**src/rla_cfg.svh**
```systemverilog
`ifndef RLA_CFG_SVH
`define RLA_CFG_SVH
// Register byte addresses
`define RLA_CTRL_ADDR      12'h000
`define RLA_STAT_ADDR      12'h004
// Control field positions
`define RLA_HD_EN_BIT      0
`define RLA_LG_BIT         1
`define RLA_RWS_BIT        2
`define RLA_SIR_EN_BIT     3
`define RLA_DLY_LSB        4
`define RLA_DLY_MSB        7
`define RLA_CTRL_RST       32'h0000_0000
// Oversample timing, in oversample ticks
`define RLA_OS_PER_BIT     4'hF
`define RLA_PULSE_ON       4'h6
`define RLA_PULSE_OFF      4'h9
`define RLA_STROBE_AT      4'h7
// Strobe index of the stop bit: start, eight data bits, stop
`define RLA_FRAME_LAST     4'h9
// Least infrared pulse width in ns, and its cycle count at 100 MHz
`define RLA_PULSE_MIN_NS   1600
`define RLA_CLK_NS         10
`define RLA_PULSE_MIN_CYC  ((`RLA_PULSE_MIN_NS + `RLA_CLK_NS - 1) / `RLA_CLK_NS)
`endif

```
**src/rla_pkg.sv**
```systemverilog
package rla_pkg;
  typedef enum logic [1:0] {RLA_IDLE, RLA_SEND, RLA_HOLD} rla_de_state_t;
endpackage : rla_pkg

```
**src/rla_line_adapter.sv**
```systemverilog
`timescale 1ns/1ns
// Function
// RL1: Half-duplex mode raises driver enable one bit time before first stop bit.
// RL2: Driver enable stays high while shift register or holding FIFO hold data.
// RL3: After both empty, hold driver enable for 0 to 15 extra bit times.
// RL4: Delay count starts only when both empty; a new write cancels it.
// RL5: Delay counter sized for fifteen, loaded from the configured field.
// RL6: The transmit FIFO feeding the transmitter holds 128 bytes.
// RL7: Large-block mode: interrupt on FIFO empty below threshold or threshold crossed.
// RL8: Large-block cleared in half duplex: interrupt only on shift register empty.
// RL9: Half duplex without receive-while-sending disables the receiver while sending.
// RL10: Infrared coder runs from a sixteen-times-baud oversample tick.
// RL11: A one is no pulse in its bit; a zero is exactly one pulse.
// RL12: Each infrared pulse lasts at least 1.6 us and three oversample clocks.
// RL13: While encoder input is high, output stays low and counter is cleared.
// RL14: Low input pulses the output from oversample clock 7 to 10, every bit.
// RL15: Encoded transmit pulses are positive-going.
// RL16: After reset decoder output is high and its 4-bit counter cleared.
// RL17: Receive falling edge drives decoder output low for 16 oversample clocks.
// RL18: Without falling edges the decoder output stays high.
// RL19: Sample decoded data at clock 8 after start edge, then every 16.
// RL20: Decoder accepts negative or positive pulses, acting on falling edges.
// RL21: Each infrared word is framed by start bit 0 and stop bit 1.
// RL22: Infrared engine evaluates single bits, up to 115.2 kbps, rates matching.
module rla_line_adapter
  import rla_pkg::*;
#(
  parameter int FIFO_DEPTH = 128,
  parameter int TX_THRESH  = 16
) (
  input  wire logic        clk,
  input  wire logic        rstn,
  // APB slave
  input  wire logic        psel,
  input  wire logic        penable,
  input  wire logic        pwrite,
  input  wire logic [11:0] paddr,
  input  wire logic [31:0] pwdata,
  output logic      [31:0] prdata,
  output logic             pready,
  output logic             pslverr,
  // UART core side
  input  wire logic        os_tick,
  input  wire logic        tx_serial,
  input  wire logic        tx_shift_busy,
  input  wire logic        tx_stop_next,
  input  wire logic        fifo_wr,
  input  wire logic [7:0]  fifo_level,
  output logic             rx_serial,
  output logic             rx_enable,
  output logic             rx_strobe,
  output logic             tx_irq,
  // Line side
  input  wire logic        rx_pin,
  output logic             tx_pin,
  output logic             half_duplex_drive_enable
);
`include "rla_cfg.svh"

  localparam logic [7:0] THRESH = 8'(TX_THRESH);
  localparam int PULSE_CYC = `RLA_PULSE_MIN_CYC;

  initial begin
    if (FIFO_DEPTH != 128 || TX_THRESH < 1 || TX_THRESH >= FIFO_DEPTH)
      $error("rla_line_adapter: unsupported FIFO depth or threshold");
  end

  ////////////////////////////////////////////////////////////////////////////
  // Pin synchronisers
  logic rx_s1_q, rx_s2_q, rx_s3_q;
  always_ff @(posedge clk or negedge rstn) begin
    if (!rstn) begin
      rx_s1_q <= 1'b1;
      rx_s2_q <= 1'b1;
      rx_s3_q <= 1'b1;
    end else begin
      rx_s1_q <= rx_pin;
      rx_s2_q <= rx_s1_q;
      rx_s3_q <= rx_s2_q;
    end
  end
  wire rx_fall = rx_s3_q & ~rx_s2_q; // RL20

  ////////////////////////////////////////////////////////////////////////////
  // Registers over APB
  logic [31:0] ctrl_q;
  wire sel_ctrl = (paddr == `RLA_CTRL_ADDR);
  wire sel_stat = (paddr == `RLA_STAT_ADDR);
  wire acc      = psel & penable;
  wire wr_ctrl  = acc & pwrite & sel_ctrl;
  wire hd_en    = ctrl_q[`RLA_HD_EN_BIT];
  wire lg_mode  = ctrl_q[`RLA_LG_BIT];
  wire rws      = ctrl_q[`RLA_RWS_BIT];
  wire sir_en   = ctrl_q[`RLA_SIR_EN_BIT];
  wire [3:0] dly_field = ctrl_q[`RLA_DLY_MSB:`RLA_DLY_LSB];
  logic [31:0] stat_word;
  logic [31:0] rd_word;

  always_ff @(posedge clk or negedge rstn) begin
    if (!rstn) begin
      ctrl_q  <= `RLA_CTRL_RST;
      prdata  <= 32'h0000_0000;
      pready  <= 1'b0;
      pslverr <= 1'b0;
    end else begin
      if (wr_ctrl && pready)
        ctrl_q <= pwdata & 32'h0000_00FF;
      pready  <= psel & ~penable;
      pslverr <= psel & ~penable & ~(sel_ctrl | sel_stat);
      if (psel && !penable)
        prdata <= rd_word;
    end
  end

  ////////////////////////////////////////////////////////////////////////////
  // Half-duplex driver enable and turnaround delay
  rla_de_state_t de_state_q;
  logic [3:0]    bit_left_q;
  logic [3:0]    os_cnt_q;
  wire  tx_pending = tx_shift_busy | (fifo_level != 8'h00);  // RL2
  wire  bit_end    = os_tick & (os_cnt_q == `RLA_OS_PER_BIT);

  always_ff @(posedge clk or negedge rstn) begin
    if (!rstn) begin
      de_state_q <= RLA_IDLE;
      bit_left_q <= 4'h0;
      os_cnt_q   <= 4'h0;
      half_duplex_drive_enable <= 1'b0;
    end else begin
      if (os_tick)
        os_cnt_q <= os_cnt_q + 4'h1;
      case (de_state_q)
        RLA_IDLE: begin
          if (hd_en && tx_stop_next)   // RL1
            de_state_q <= RLA_SEND;
        end
        RLA_SEND: begin
          if (!tx_pending) begin     // RL4
            de_state_q <= RLA_HOLD;
            bit_left_q <= dly_field; // RL5
            os_cnt_q   <= 4'h0;
          end
        end
        RLA_HOLD: begin
          if (fifo_wr || tx_pending)  // RL4
            de_state_q <= RLA_SEND;
          else if (bit_left_q == 4'h0) // RL3
            de_state_q <= RLA_IDLE;
          else if (bit_end)
            bit_left_q <= bit_left_q - 4'h1;
        end
        default: de_state_q <= RLA_IDLE;
      endcase
      half_duplex_drive_enable <= hd_en & (de_state_q != RLA_IDLE); // RL1
    end
  end

  ////////////////////////////////////////////////////////////////////////////
  // Transmit interrupt policy
  logic shift_busy_q, level_above_q, fifo_nz_q;
  wire lvl_above   = fifo_level > THRESH;  // RL7
  wire fifo_emptied = fifo_nz_q & (fifo_level == 8'h00) & ~fifo_wr;
  wire crossed     = level_above_q & ~lvl_above;
  wire tsr_emptied = shift_busy_q & ~tx_shift_busy;

  always_ff @(posedge clk or negedge rstn) begin
    if (!rstn) begin
      shift_busy_q  <= 1'b0;
      level_above_q <= 1'b0;
      fifo_nz_q     <= 1'b0;
      tx_irq        <= 1'b0;
    end else begin
      shift_busy_q  <= tx_shift_busy;
      level_above_q <= lvl_above;
      fifo_nz_q     <= (fifo_level != 8'h00);
      if (hd_en && !lg_mode)
        tx_irq <= tsr_emptied;                        // RL8
      else
        tx_irq <= crossed | (fifo_emptied & ~level_above_q); // RL7
    end
  end

  ////////////////////////////////////////////////////////////////////////////
  // Infrared encoder
  logic [3:0] enc_cnt_q;
  logic [7:0] pulse_cnt_q;
  wire pulse_start = os_tick & (enc_cnt_q == `RLA_PULSE_ON);
  wire pulse_stop  = os_tick & (enc_cnt_q == `RLA_PULSE_OFF);

  always_ff @(posedge clk or negedge rstn) begin
    if (!rstn) begin
      enc_cnt_q   <= 4'h0;
      pulse_cnt_q <= 8'h00;
      tx_pin      <= 1'b0;
    end else if (!sir_en) begin
      enc_cnt_q   <= 4'h0;
      pulse_cnt_q <= 8'h00;
      tx_pin      <= tx_serial;
    end else if (tx_serial) begin
      enc_cnt_q   <= 4'h0;   // RL13
      pulse_cnt_q <= 8'h00;
      tx_pin      <= 1'b0;   // RL11
    end else begin
      if (os_tick)
        enc_cnt_q <= enc_cnt_q + 4'h1;  // RL10
      if (pulse_start) begin
        tx_pin      <= 1'b1;            // RL14 RL15
        pulse_cnt_q <= 8'h01;
      end else if (tx_pin) begin
        if (pulse_cnt_q != 8'hFF)
          pulse_cnt_q <= pulse_cnt_q + 8'h01;
        // End after clock 10 but never below the least width
        if ((pulse_stop || enc_cnt_q > `RLA_PULSE_OFF)
            && pulse_cnt_q >= 8'(PULSE_CYC))  // RL12
          tx_pin <= 1'b0;
      end
    end
  end

  ////////////////////////////////////////////////////////////////////////////
  // Infrared decoder and strobe
  logic [3:0] dec_cnt_q;
  logic       dec_low_q, edge_seen_q;
  logic [3:0] stb_cnt_q;
  logic [3:0] stb_idx_q;
  logic       stb_run_q;
  logic       rx_dec_q;

  always_ff @(posedge clk or negedge rstn) begin
    if (!rstn) begin
      dec_cnt_q   <= 4'h0;  // RL16
      dec_low_q   <= 1'b0;
      edge_seen_q <= 1'b0;
    end else begin
      if (rx_fall)
        edge_seen_q <= 1'b1;
      if (os_tick && (edge_seen_q || rx_fall)) begin
        edge_seen_q <= 1'b0;
        dec_low_q   <= 1'b1;  // RL17
        dec_cnt_q   <= 4'h0;
      end else if (os_tick && dec_low_q) begin
        dec_cnt_q <= dec_cnt_q + 4'h1;
        if (dec_cnt_q == `RLA_OS_PER_BIT)
          dec_low_q <= 1'b0;   // RL17 RL18
      end
    end
  end

  wire rx_line = sir_en ? ~dec_low_q : rx_s3_q;       // RL11
  wire rx_gate = ~hd_en | rws | ~half_duplex_drive_enable; // RL9

  // Mid-bit strobe synchronised by the start-bit falling edge
  always_ff @(posedge clk or negedge rstn) begin
    if (!rstn) begin
      stb_cnt_q <= 4'h0;
      stb_idx_q <= 4'h0;
      stb_run_q <= 1'b0;
      rx_strobe <= 1'b0;
      rx_dec_q  <= 1'b1;
      rx_serial <= 1'b1;     // RL16
      rx_enable <= 1'b1;
    end else begin
      rx_dec_q  <= rx_line;
      rx_serial <= rx_line | ~rx_gate;
      rx_enable <= rx_gate;  // RL9
      rx_strobe <= 1'b0;
      if (!stb_run_q && rx_dec_q && !rx_line) begin
        stb_run_q <= 1'b1;   // RL21
        stb_cnt_q <= 4'h0;
        stb_idx_q <= 4'h0;
      end else if (stb_run_q && os_tick) begin
        stb_cnt_q <= stb_cnt_q + 4'h1;
        if (stb_cnt_q == `RLA_STROBE_AT) begin
          rx_strobe <= rx_gate;  // RL19 RL22
          stb_idx_q <= stb_idx_q + 4'h1;
          // Ones inside the word must not end the frame early
          if (stb_idx_q == `RLA_FRAME_LAST)
            stb_run_q <= 1'b0;   // stop bit seen
        end
      end
    end
  end

  ////////////////////////////////////////////////////////////////////////////
  // Status read word
  always_comb begin
    stat_word = 32'h0000_0000;
    stat_word[0] = half_duplex_drive_enable;
    stat_word[1] = tx_irq;
    stat_word[2] = rx_enable;
    stat_word[3] = ~dec_low_q;
    stat_word[5:4] = de_state_q;
  end
  assign rd_word = sel_ctrl ? ctrl_q : (sel_stat ? stat_word : 32'h0000_0000);

endmodule : rla_line_adapter

```
**config.mk**
```make
export PLATFORM = sky130hd
export DESIGN_NAME = rla_line_adapter
export DESIGN_NICKNAME = d
export VERILOG_FILES = /design/src/rla_pkg.sv /design/src/rla_line_adapter.sv
export VERILOG_INCLUDE_DIRS = /design/src
export SDC_FILE = /design/constraint.sdc
export NUM_CORES = 1
export LEC_CHECK = 0
export BUFFER_PORTS_ARGS = -buffer_cell sky130_fd_sc_hd__buf_4
export CAP_MARGIN = 0
export CORE_MARGIN = 2
export CORE_UTILIZATION = 55
export DETAILED_ROUTE_END_ITERATION = 12
export GPL_ROUTABILITY_DRIVEN = 0
export PLACE_DENSITY = 0.93
export SYNTH_ARGS = -nofsm -noshare
export SYNTH_HDL_FRONTEND = slang
export SYNTH_SLANG_ARGS = --single-unit
```
**constraint.sdc**
```tcl
create_clock -name clk -period 2.8 [get_ports clk]
set_input_delay 0.7 -clock clk [delete_from_list [all_inputs] [get_ports clk]]
set_output_delay 0.7 -clock clk [all_outputs]
set_load 0.05 [all_outputs]
```
==> metrics.csv, run 1 <==
stage;metric;value;unit
routing;DR pass1 iterations;4;
die;io pins;103;
run_status;run status;finished, final reports clean;
place;dpl hpwl;4790;um
routing;# DRC;0;
clock_network;CTS tree;built;
sta;fin worst setup slack;0.787;ns
yosys;post-synthesis cell type count;58;
yosys;register area share after synthesis;0.502;
clock_network;hold_buf cts;0;
routing;Detailed Route WL;6940;um
die;full die area;6830;um^2
clock_network;Reg clk slew, reported paths;0.07;ns
setup_path;crit path max fanout;8;
clock_network;CTS Buf Count;9;
sta;fin. max-slew vios;0;
routing;DR iter-0 viols;167;
routing;via density per instance;5.43;
flow_run;max cap viols;0;
routing;Avg WL per Cell;15.3;um
clock_network;post-cts sizing count;0;
sta;period utilisation layout;0.719;
setup_path;CP endpoint kind;flip-flop;
sta;worst rel slew slack;0.448;
final_layout;Layout Nets;448;
die;Die Ht;82.7;um
clock_network;CTS root buffer;clkbuf_8;
routing;antenna-violating nets left;0;
die;die width;82.7;um
final_layout;fillers;427;
yosys;Post-Syn Instances;314;
sta;setup TNS;0;ns
yosys;yosys warns;0;
final_layout;layout cells sized above 1;0.259;
min_path;Worst Hold Class;flip-flop to flip-flop;
global_routing;Overall Global Routing Usage;0.224;
final_layout;Area Overhead vs Synth;17.8;%
clock_network;H-tree levels;3;
setup_path;CP required;3.02;ns
sta;final setup violating endpoints;0;
yosys;post-synthesis mux area share;0.0596;
power;Lkg Pwr;1.90;nW
global_routing;grt ovf;0;
setup_path;Setup CP Type;input pin to flip-flop;
clock_network;clk buf depth;2;
setup_path;startpoint types;input pin;
sta;Max Clock Freq;497;MHz
global_routing;first-pass GRT wire length;11400;um
sta;Slew @ Worst Pin;0.827;ns
die;starting density of the core;0.571;
power;worst vdd ir;373;uV
yosys;Post-Synth XOR/XNOR Area;0.0489;
yosys;adder-cell share of the synthesized area;0.0441;
clock_network;Setup Buffers After CTS;0;
place;port buffer count;54;
yosys;asr flop ratio synth;1.00;
yosys;largest family of logic cells by synthesized area;simple AND/OR/NAND/NOR gates;
setup_path;CP arrival;2.23;ns
place;pre-CTS setup slack;0.412;ns
global_routing;maximum number of pins on one net before global-route repair;69;
yosys;Post-Syn Area;3400;um^2
routing;routed vias;2458;
power;PwrDens;614;nW/um^2
yosys;share of the synthesized area in the top cell type;0.456;
yosys;cell taking the most area after synthesis;dfrtp_1;
sta;Final Hold Fails;0;
die;cell row count;28;
clock_network;worst-skew pair later-pin latency;0.34;ns
yosys;Synth Area in Simple Gates;0.180;
yosys;Synth Flop Type;dfrtp_1;
sta;RSZ-0062 raised after global routing;false;
yosys;flops & latches, synth;68;
yosys;synth top area cells;dfrtp_1, buf_4, dfstp_2;
sta;Worst Skew;0.00674;ns
yosys;Synth Area in Compound Gates;0.0897;
yosys;Mapped Avg Cell Area;10.8;um^2
die;core footprint;5960;um^2
global_routing;initial antenna violation count;0;
final_layout;n_diodes;0;
yosys;EDFF count, synth;0;
sta;Period minus WS final;2.01;ns
clock_network;TritonCTS Sinks;68;
global_routing;number of global-route vias before repair;2529;
-- cell families after synthesis --
family	after synthesis
buf+inv	43
compound gates	45
fa+ha+maj	12
flops	68
xor+xnor	19
mux	19
simple gates	107
other cells	1
-- final timing paths --
| check | start | end | slack, ns | cells after the start |
|---|---|---|---|---|
| max | paddr[5] | ctrl_q[2] | 0.79 | 5 |
| min | rx_s2_q | rx_s3_q | 0.36 | 0 |
| max reg2reg | pulse_cnt_q[0] | pulse_cnt_q[4] | 0.88 | 6 |
| min reg2reg | rx_s2_q | rx_s3_q | 0.36 | 0 |
| max in group asynchronous | rstn | bit_left_q[3] | 1.81 | 1 |
| min in group asynchronous | rstn | prdata[1] | 0.45 | 1 |
-- placed cells by master (no fill, tap or decap), types with 3 or more instances in the layout --
cell	synthesis	final
mux2i_1	9	9
xor2_1	12	12
nand3_1	6	6
nand3b_1	3	3
dfrtp_1	62	62
clkbuf_8	0	13
xnor2_1	7	7
conb_1	1	24
buf_4	24	54
mux2_2	10	10
inv_1	14	14
nand2b_1	7	7
o22ai_1	3	3
ha_1	12	12
nand4_1	10	10
nor2_1	35	35
nand2_1	18	18
o21ai_0	10	10
a21oi_1	10	10
dfstp_2	6	6
nor3_1	5	5
-- final cells by class --
| class | instances | area (um^2) | area share |
|---|---|---|---|
| clock buffers | 13 | 179 | 0.0446 |
| clock inverters | 3 | 42.5 | 0.0106 |
| inverters | 14 | 52.6 | 0.0131 |
| multi-input cells | 226 | 1530 | 0.381 |
| flip-flops and latches | 68 | 1710 | 0.426 |
| well taps | 75 | 93.8 | 0.0234 |
| repair buffers | 54 | 405 | 0.101 |
-- report_power, final --
part           switching, mW  leakage, nW  internal, mW
clock                  0.366        0.112         0.507
sequential            0.0976        0.872          1.09
combinational          0.249        0.919         0.155
-- routing by layer --
metal | up-vias | global-route usage | wire length [um]
met5 | - | 0 | 0
met3 | 10 | 0.0457 | 369
met2 | 88 | 0.374 | 3400
met4 | 0 | 0.0885 | 76
met1 | 1198 | 0.285 | 3100
li1 | 1162 | - | -
-- Yosys cell counts, drive strengths merged, types with 2 or more instances --
library cell  instances
nor4b                 2
nand2b                7
nor2                 35
mux2i                 9
a31oi                 2
a211oi                2
and2                  2
a21oi                10
xor2                 12
nand4b                2
buf                  27
dfrtp                62
o22ai                 3
inv                  14
nor3                  5
nand3b                3
o22a                  2
ha                   12
nand4                10
nand3                 6
nor4                  5
dfstp                 6
nor3b                 3
xnor2                 7
nand2                19
a22o                  2
clkbuf                2
a21o                  2
o21ai                10
mux2                 10
and3                  2
-- sequential cells by signal (all words and copies together), names as in the netlist, 2 cells and up --
signal / cells
bit_left_q: 4
ctrl_q: 8
de_state_q: 2
dec_cnt_q: 4
enc_cnt_q: 4
os_cnt_q: 4
prdata: 8
pulse_cnt_q: 8
stb_cnt_q: 4
stb_idx_q: 4
-- through the flow --
stage                util  hold WS, ns  instance area [um^2]  std cells  power, mW
floorplan               -        0.345                  3490        337       1.48
finish              0.673        0.364                  4010        453       2.46
detailed placement  0.636        0.357                  3790        437       1.58
CTS                 0.673        0.369                  4010        453       2.47
global placement    0.636        0.357                  3790        437       1.55
global route        0.673        0.367                  4010        453       2.58
-- worst max-delay path, cell delays in order --
cell and delay, ns:
buf_4 0.11, nor4_1 0.25, and3_1 0.25, nor3b_4 0.51, mux2_2 0.41
Power figures use the tool's default switching activity.
==> inputs of run 2 (changes only) <==
--- a/config.mk
+++ b/config.mk
@@ -6,13 +6,14 @@
 export SDC_FILE = /design/constraint.sdc
 export NUM_CORES = 1
 export LEC_CHECK = 0
+export ABC_AREA = 1
 export BUFFER_PORTS_ARGS = -buffer_cell sky130_fd_sc_hd__buf_4
 export CAP_MARGIN = 0
 export CORE_MARGIN = 2
-export CORE_UTILIZATION = 55
+export CORE_UTILIZATION = 52
 export DETAILED_ROUTE_END_ITERATION = 12
 export GPL_ROUTABILITY_DRIVEN = 0
-export PLACE_DENSITY = 0.93
+export PLACE_DENSITY = 0.88
 export SYNTH_ARGS = -nofsm -noshare
 export SYNTH_HDL_FRONTEND = slang
 export SYNTH_SLANG_ARGS = --single-unit
==> constraint.sdc (replaced) <==
create_clock -name clk -period 2 [get_ports clk]
set_input_delay 0.5 -clock clk [delete_from_list [all_inputs] [get_ports clk]]
set_output_delay 0.5 -clock clk [all_outputs]
set_load 0.05 [all_outputs]
==> metrics.csv, run 2 <==
stage;metric;value;unit
yosys;EDFF count, synth;0;
setup_path;critical path buffer and inverter count;1;
yosys;count leader, synth;nand2_1;
global_routing;maximum number of pins on one net before global-route repair;46;
final_layout;fillers;570;
final_layout;post-route cell area;4240;um^2
final_layout;Multi-input gate area;1560;um^2
sta;period utilisation layout;0.814;
final_layout;n_diodes;0;
final_layout;Area Overhead vs Synth;16.4;%
power;Lkg Pwr;2.17;nW
sta;Final Hold Fails;0;
yosys;synth cell count leaders;nand2_1, dfrtp_1, inv_1;
yosys;flops & latches, synth;68;
routing;via density per instance;4.97;
clock_network;clk buf depth;2;
yosys;synth top area cells;dfrtp_1, nand2_1, inv_1;
die;full die area;7690;um^2
yosys;Mapped Avg Cell Area;8.25;um^2
setup_path;startpoint types;flip-flop;
die;io pins;103;
yosys;Post-Syn Instances;442;
final_layout;layout cells sized above 1;0.205;
clock_network;CTS Buf Count;9;
die;cell row count;30;
routing;Avg WL per Cell;11.7;um
clock_network;post-cts sizing count;0;
yosys;yosys warns;0;
die;core footprint;6790;um^2
setup_path;Setup CP Type;flip-flop to output port;
sta;fin. max-slew vios;0;
die;starting density of the core;0.536;
setup_path;worst path cell trace;buf_4;
sta;Period minus WS final;1.63;ns
routing;antenna-violating nets left;0;
clock_network;Setup Buffers After CTS;0;
yosys;cell taking the most area after synthesis;dfrtp_1;
yosys;Synth Flop Type;dfrtp_1;
sta;Worst Skew;0.00576;ns
clock_network;H-tree levels;3;
global_routing;first-pass GRT wire length;12200;um
routing;routed vias;3018;
sta;RSZ-0062 raised after global routing;false;
clock_network;Reg clk slew, reported paths;0.07;ns
yosys;share of the synthesized area in the top cell type;0.426;
sta;setup TNS;0;ns
power;PwrDens;744;nW/um^2
final_layout;biggest regs;ctrl_q x8, prdata x8, pulse_cnt_q x8;
global_routing;grt ovf;0;
global_routing;number of global-route vias before repair;2881;
die;die width;87.7;um
run_status;run status;finished, final reports clean;
setup_path;crit path max fanout;7;
final_layout;register area;1710;um^2
final_layout;Layout Utilization;0.625;
setup_path;reg-to-reg setup timing slack;0.41;ns
global_routing;initial antenna violation count;0;
clock_network;CTS root buffer;clkbuf_8;
final_layout;commonest non-fill, non-tap cell in the layout;nand2_1;
setup_path;CP required;1.50;ns
final_layout;Layout Nets;581;
final_layout;commonest non-fill, non-tap cells in the layout;nand2_1, dfrtp_1, inv_1, buf_4;
clock_network;hold_buf cts;0;
routing;# DRC;0;
setup_path;Max stage delay on crit path;0.52;ns
clock_network;CTS tree;built;
die;Die Ht;87.7;um
clock_network;TritonCTS Sinks;68;
clock_network;worst-skew pair later-pin latency;0.35;ns
yosys;post-synthesis cell type count;39;
power;total power;3.16;mW
place;pre-CTS setup slack;0.334;ns
routing;DR iter-0 viols;162;
place;Placed Area;4080;um^2
yosys;Post-Syn Area;3640;um^2
sta;fin worst setup slack;0.371;ns
setup_path;CP endpoint kind;output port;
global_routing;Overall Global Routing Usage;0.204;
yosys;asr flop ratio synth;1.00;
yosys;register area share after synthesis;0.469;
setup_path;CP arrival;1.13;ns
flow_run;max cap viols;0;
min_path;Worst Hold Class;input pin to async pin;
routing;DR pass1 iterations;5;
sta;final setup violating endpoints;0;
place;port buffer count;54;
sta;Max Clock Freq;614;MHz
place;dpl hpwl;5330;um
power;worst vdd ir;560;uV
setup_path;Slowest cell on crit path;dfrtp_1;
setup_path;crit-path leading delay family;flip-flops;
routing;Detailed Route WL;7110;um
[run 2: changes by cell type after synthesis, moves of 5 or more]
cell	change
nand2_1	+90
inv_1	+46
nand3_1	+25
mux2_2	-10
mux2i_1	-9
xor2_1	-9
o21ai_0	+8
a21oi_1	+7
nand2b_1	-7
o21ai_1	+7
inv_2	+6
xnor2_1	-6
nor2_2	+5
[run 2: worst register-to-register path, cell delays in order, from the launching register on]
cell     delay (ns)
dfrtp_1        0.40
inv_1          0.10
ha_1           0.20
nand3_1        0.10
nor2_1         0.07
nor2_2         0.29
nand2_2        0.13
a21oi_1        0.14
nor2_1         0.05
[run 2: final timing paths]
check,from,end,cells after the start
min in group clk,rx_pin,rx_s1_q,1
max reg2reg,enc_cnt_q[0],pulse_cnt_q[4],8
min,rstn,dec_cnt_q[1],1
max,tx_pin,tx_pin,1
max in group asynchronous,rstn,rx_s3_q,2
min reg2reg,rx_s1_q,rx_s2_q,0
[run 2: cell families after synthesis]
logic type / share of synthesized area
DFF: 0.469
AOI/OAI and AO/OA: 0.0793
xor gates and xnor gates: 0.00961
other: 0.00103
and+or+nand+nor: 0.274
buffers and inverters: 0.126
adders and majority gates: 0.0412
[run 2: final cells by class]
class / instances / area share
clock buffers: 14 / 0.0360
well taps: 96 / 0.0283
inverters: 66 / 0.0584
clock inverters: 2 / 0.00236
multi-input cells: 304 / 0.369
flip-flops and latches: 68 / 0.403
repair buffers: 57 / 0.104
[run 2: power breakdown]
part / internal, mW / switching, mW
Clock: 0.482 / 0.487
Combinational: 0.208 / 0.369
Sequential: 1.51 / 0.0959
[run 2: through the flow]
stage          hold WS, ns  cells
4_1_cts             0.0435    607
3_5_place_dp         0.353    591
5_1_grt             0.0482    607
6_report            0.0400    607
2_1_floorplan        0.204    465
3_3_place_gp         0.350    591
[run 2: per-layer routing]
layer	up-vias	share of wire	global-route usage
met5	-	0	0
met4	0	0.011	0.0587
met3	5	0.052	0.0660
met2	80	0.54	0.366
met1	1445	0.40	0.232
li1	1488	-	-
==> inputs of run 3 (changes only) <==
--- a/config.mk
+++ b/config.mk
@@ -6,14 +6,14 @@
 export SDC_FILE = /design/constraint.sdc
 export NUM_CORES = 1
 export LEC_CHECK = 0
-export ABC_AREA = 1
+export ABC_AREA = 0
 export BUFFER_PORTS_ARGS = -buffer_cell sky130_fd_sc_hd__buf_4
 export CAP_MARGIN = 0
 export CORE_MARGIN = 2
-export CORE_UTILIZATION = 52
+export CORE_UTILIZATION = 51
 export DETAILED_ROUTE_END_ITERATION = 12
 export GPL_ROUTABILITY_DRIVEN = 0
-export PLACE_DENSITY = 0.88
+export PLACE_DENSITY = 0.87
 export SYNTH_ARGS = -nofsm -noshare
 export SYNTH_HDL_FRONTEND = slang
 export SYNTH_SLANG_ARGS = --single-unit
==> constraint.sdc (replaced) <==
create_clock -name clk -period 1.7 [get_ports clk]
set_input_delay 0.425 -clock clk [delete_from_list [all_inputs] [get_ports clk]]
set_output_delay 0.425 -clock clk [all_outputs]
set_load 0.05 [all_outputs]
==> metrics.csv, run 3 (synthesis gave the netlist of run 1 again) <==
stage;metric;value;unit
place;port buffer count;54;
final_layout;commonest non-fill, non-tap cells in the layout;buf_4, dfrtp_1, nor2_1, conb_1, nand2_1;
final_layout;layout cells sized above 1;0.313;
setup_path;Slowest cell on crit path;dfrtp_1;
final_layout;Layout Nets;473;
clock_network;TritonCTS Sinks;68;
clock_network;Reg clk slew, reported paths;0.08;ns
setup_path;CP endpoint kind;flip-flop;
clock_network;worst-skew pair later-pin latency;0.34;ns
sta;Worst Skew;0.00570;ns
setup_path;CP required;1.92;ns
routing;# DRC;0;
die;core footprint;6390;um^2
die;cell row count;29;
clock_network;CTS Buf Count;9;
final_layout;n_diodes;0;
global_routing;grt ovf;0;
die;starting density of the core;0.533;
place;pre-CTS setup slack;-0.159;ns
routing;DR iter-0 viols;113;
routing;DR pass1 iterations;4;
final_layout;fillers;489;
power;worst vdd ir;531;uV
setup_path;worst path cell trace;ha_1, and4_1, a211oi_2, and3_1, xnor2_1, nor2_1;
sta;final setup violating endpoints;0;
min_path;Worst Hold Class;input pin to async pin;
clock_network;clk buf depth;2;
final_layout;register area;1710;um^2
routing;routed vias;2525;
die;io pins;103;
run_status;run status;finished, final reports clean;
setup_path;critical path buffer and inverter count;0;
sta;Max Clock Freq;614;MHz
flow_run;max cap viols;0;
final_layout;Multi-input gate area;1560;um^2
setup_path;crit path max fanout;4;
clock_network;CTS root buffer;clkbuf_8;
sta;Period minus WS final;1.63;ns
clock_network;CTS tree;built;
final_layout;Layout Utilization;0.658;
place;dpl hpwl;5190;um
global_routing;maximum number of pins on one net before global-route repair;69;
die;die width;85.7;um
sta;fin. max-slew vios;0;
setup_path;reg-to-reg setup timing slack;0.07;ns
routing;via density per instance;5.26;
setup_path;CP arrival;1.85;ns
routing;antenna-violating nets left;0;
global_routing;number of global-route vias before repair;2674;
routing;Detailed Route WL;7050;um
die;Die Ht;85.7;um
global_routing;first-pass GRT wire length;12300;um
global_routing;initial antenna violation count;0;
sta;period utilisation layout;0.958;
die;full die area;7340;um^2
final_layout;biggest regs;ctrl_q x8, prdata x8, pulse_cnt_q x8;
sta;Final Hold Fails;0;
final_layout;commonest non-fill, non-tap cell in the layout;buf_4;
clock_network;H-tree levels;3;
power;Lkg Pwr;2.00;nW
sta;fin worst setup slack;0.0712;ns
power;PwrDens;907;nW/um^2
routing;Avg WL per Cell;14.7;um
setup_path;crit-path leading delay family;simple AND/OR/NAND/NOR gates;
setup_path;startpoint types;flip-flop;
final_layout;Area Overhead vs Synth;23.5;%
setup_path;Setup CP Type;flip-flop to flip-flop;
global_routing;Overall Global Routing Usage;0.214;
setup_path;Max stage delay on crit path;0.41;ns
==> run 3: cell count changes in the layout (fill, tap and decap cells not counted), moves of 9 or more <==
cell / before / now
inv_1: 60 / 14
mux2_2: 0 / 10
buf_4: 56 / 78
nand2_1: 108 / 18
nand3_1: 31 / 6
mux2i_1: 0 / 9
xor2_1: 3 / 12
==> run 3: layout make-up <==
cell class / count / share of cell area
sequential: 68 / 0.407
timing repair buffer: 79 / 0.144
clock buffer: 10 / 0.0304
clock inverter: 6 / 0.0116
tap: 77 / 0.0229
inverter: 14 / 0.0125
multi-input combinational: 226 / 0.372
==> run 3: path summary, 6_finish.rpt <==
| kind | startpoint | end | depth (start not counted) |
|---|---|---|---|
| max | pulse_cnt_q[1] | pulse_cnt_q[7] | 6 |
| min | rstn | bit_left_q[0] | 2 |
| max reg2reg | pulse_cnt_q[1] | pulse_cnt_q[7] | 6 |
| min reg2reg | rx_s2_q | rx_s3_q | 0 |
| max in group asynchronous | rstn | rx_serial | 2 |
| min in group clk | rx_pin | rx_s1_q | 1 |
==> run 3: power breakdown <==
| group | internal (mW) | total (mW) | switching (mW) |
|---|---|---|---|
| Combinational | 0.271 | 0.673 | 0.402 |
| Clock | 0.542 | 1.20 | 0.658 |
| Sequential | 1.79 | 1.94 | 0.151 |
| Total | 2.60 | 3.81 | 1.21 |
==> run 3: per-stage QoR <==
| step | instance area, um^2 | hold slack [ns] | TNS, ns | total power [mW] | std cells |
|---|---|---|---|---|---|
| after floorplan | 3500 | 0.129 | 0 | 2.43 | 337 |
| after global placement | 3990 | 0.354 | -1.05 | 2.58 | 463 |
| after detailed placement | 3990 | 0.357 | -1.39 | 2.64 | 463 |
| after CTS | 4170 | 0.0872 | 0 | 3.83 | 479 |
| after global routing | 4200 | 0.0935 | -0.0539 | 4.03 | 480 |
| final | 4200 | 0.0590 | 0 | 3.81 | 480 |
==> run 3: metal layers <==
| layer | vias to the layer above | routed length [um] | track usage |
|---|---|---|---|
| li1 | 1211 | - | - |
| met1 | 1231 | 3050 | 0.288 |
| met2 | 77 | 3500 | 0.341 |
| met3 | 6 | 404 | 0.0385 |
| met4 | 0 | 91 | 0.0952 |
| met5 | - | 0 | 0 |
==> run 3: repair_timing <==
item / CTS / global route
hold buffers: 0 / 0
setup endpoints to repair: 0 / 3
setup buffers: 0 / 1
resized for setup: 0 / 5
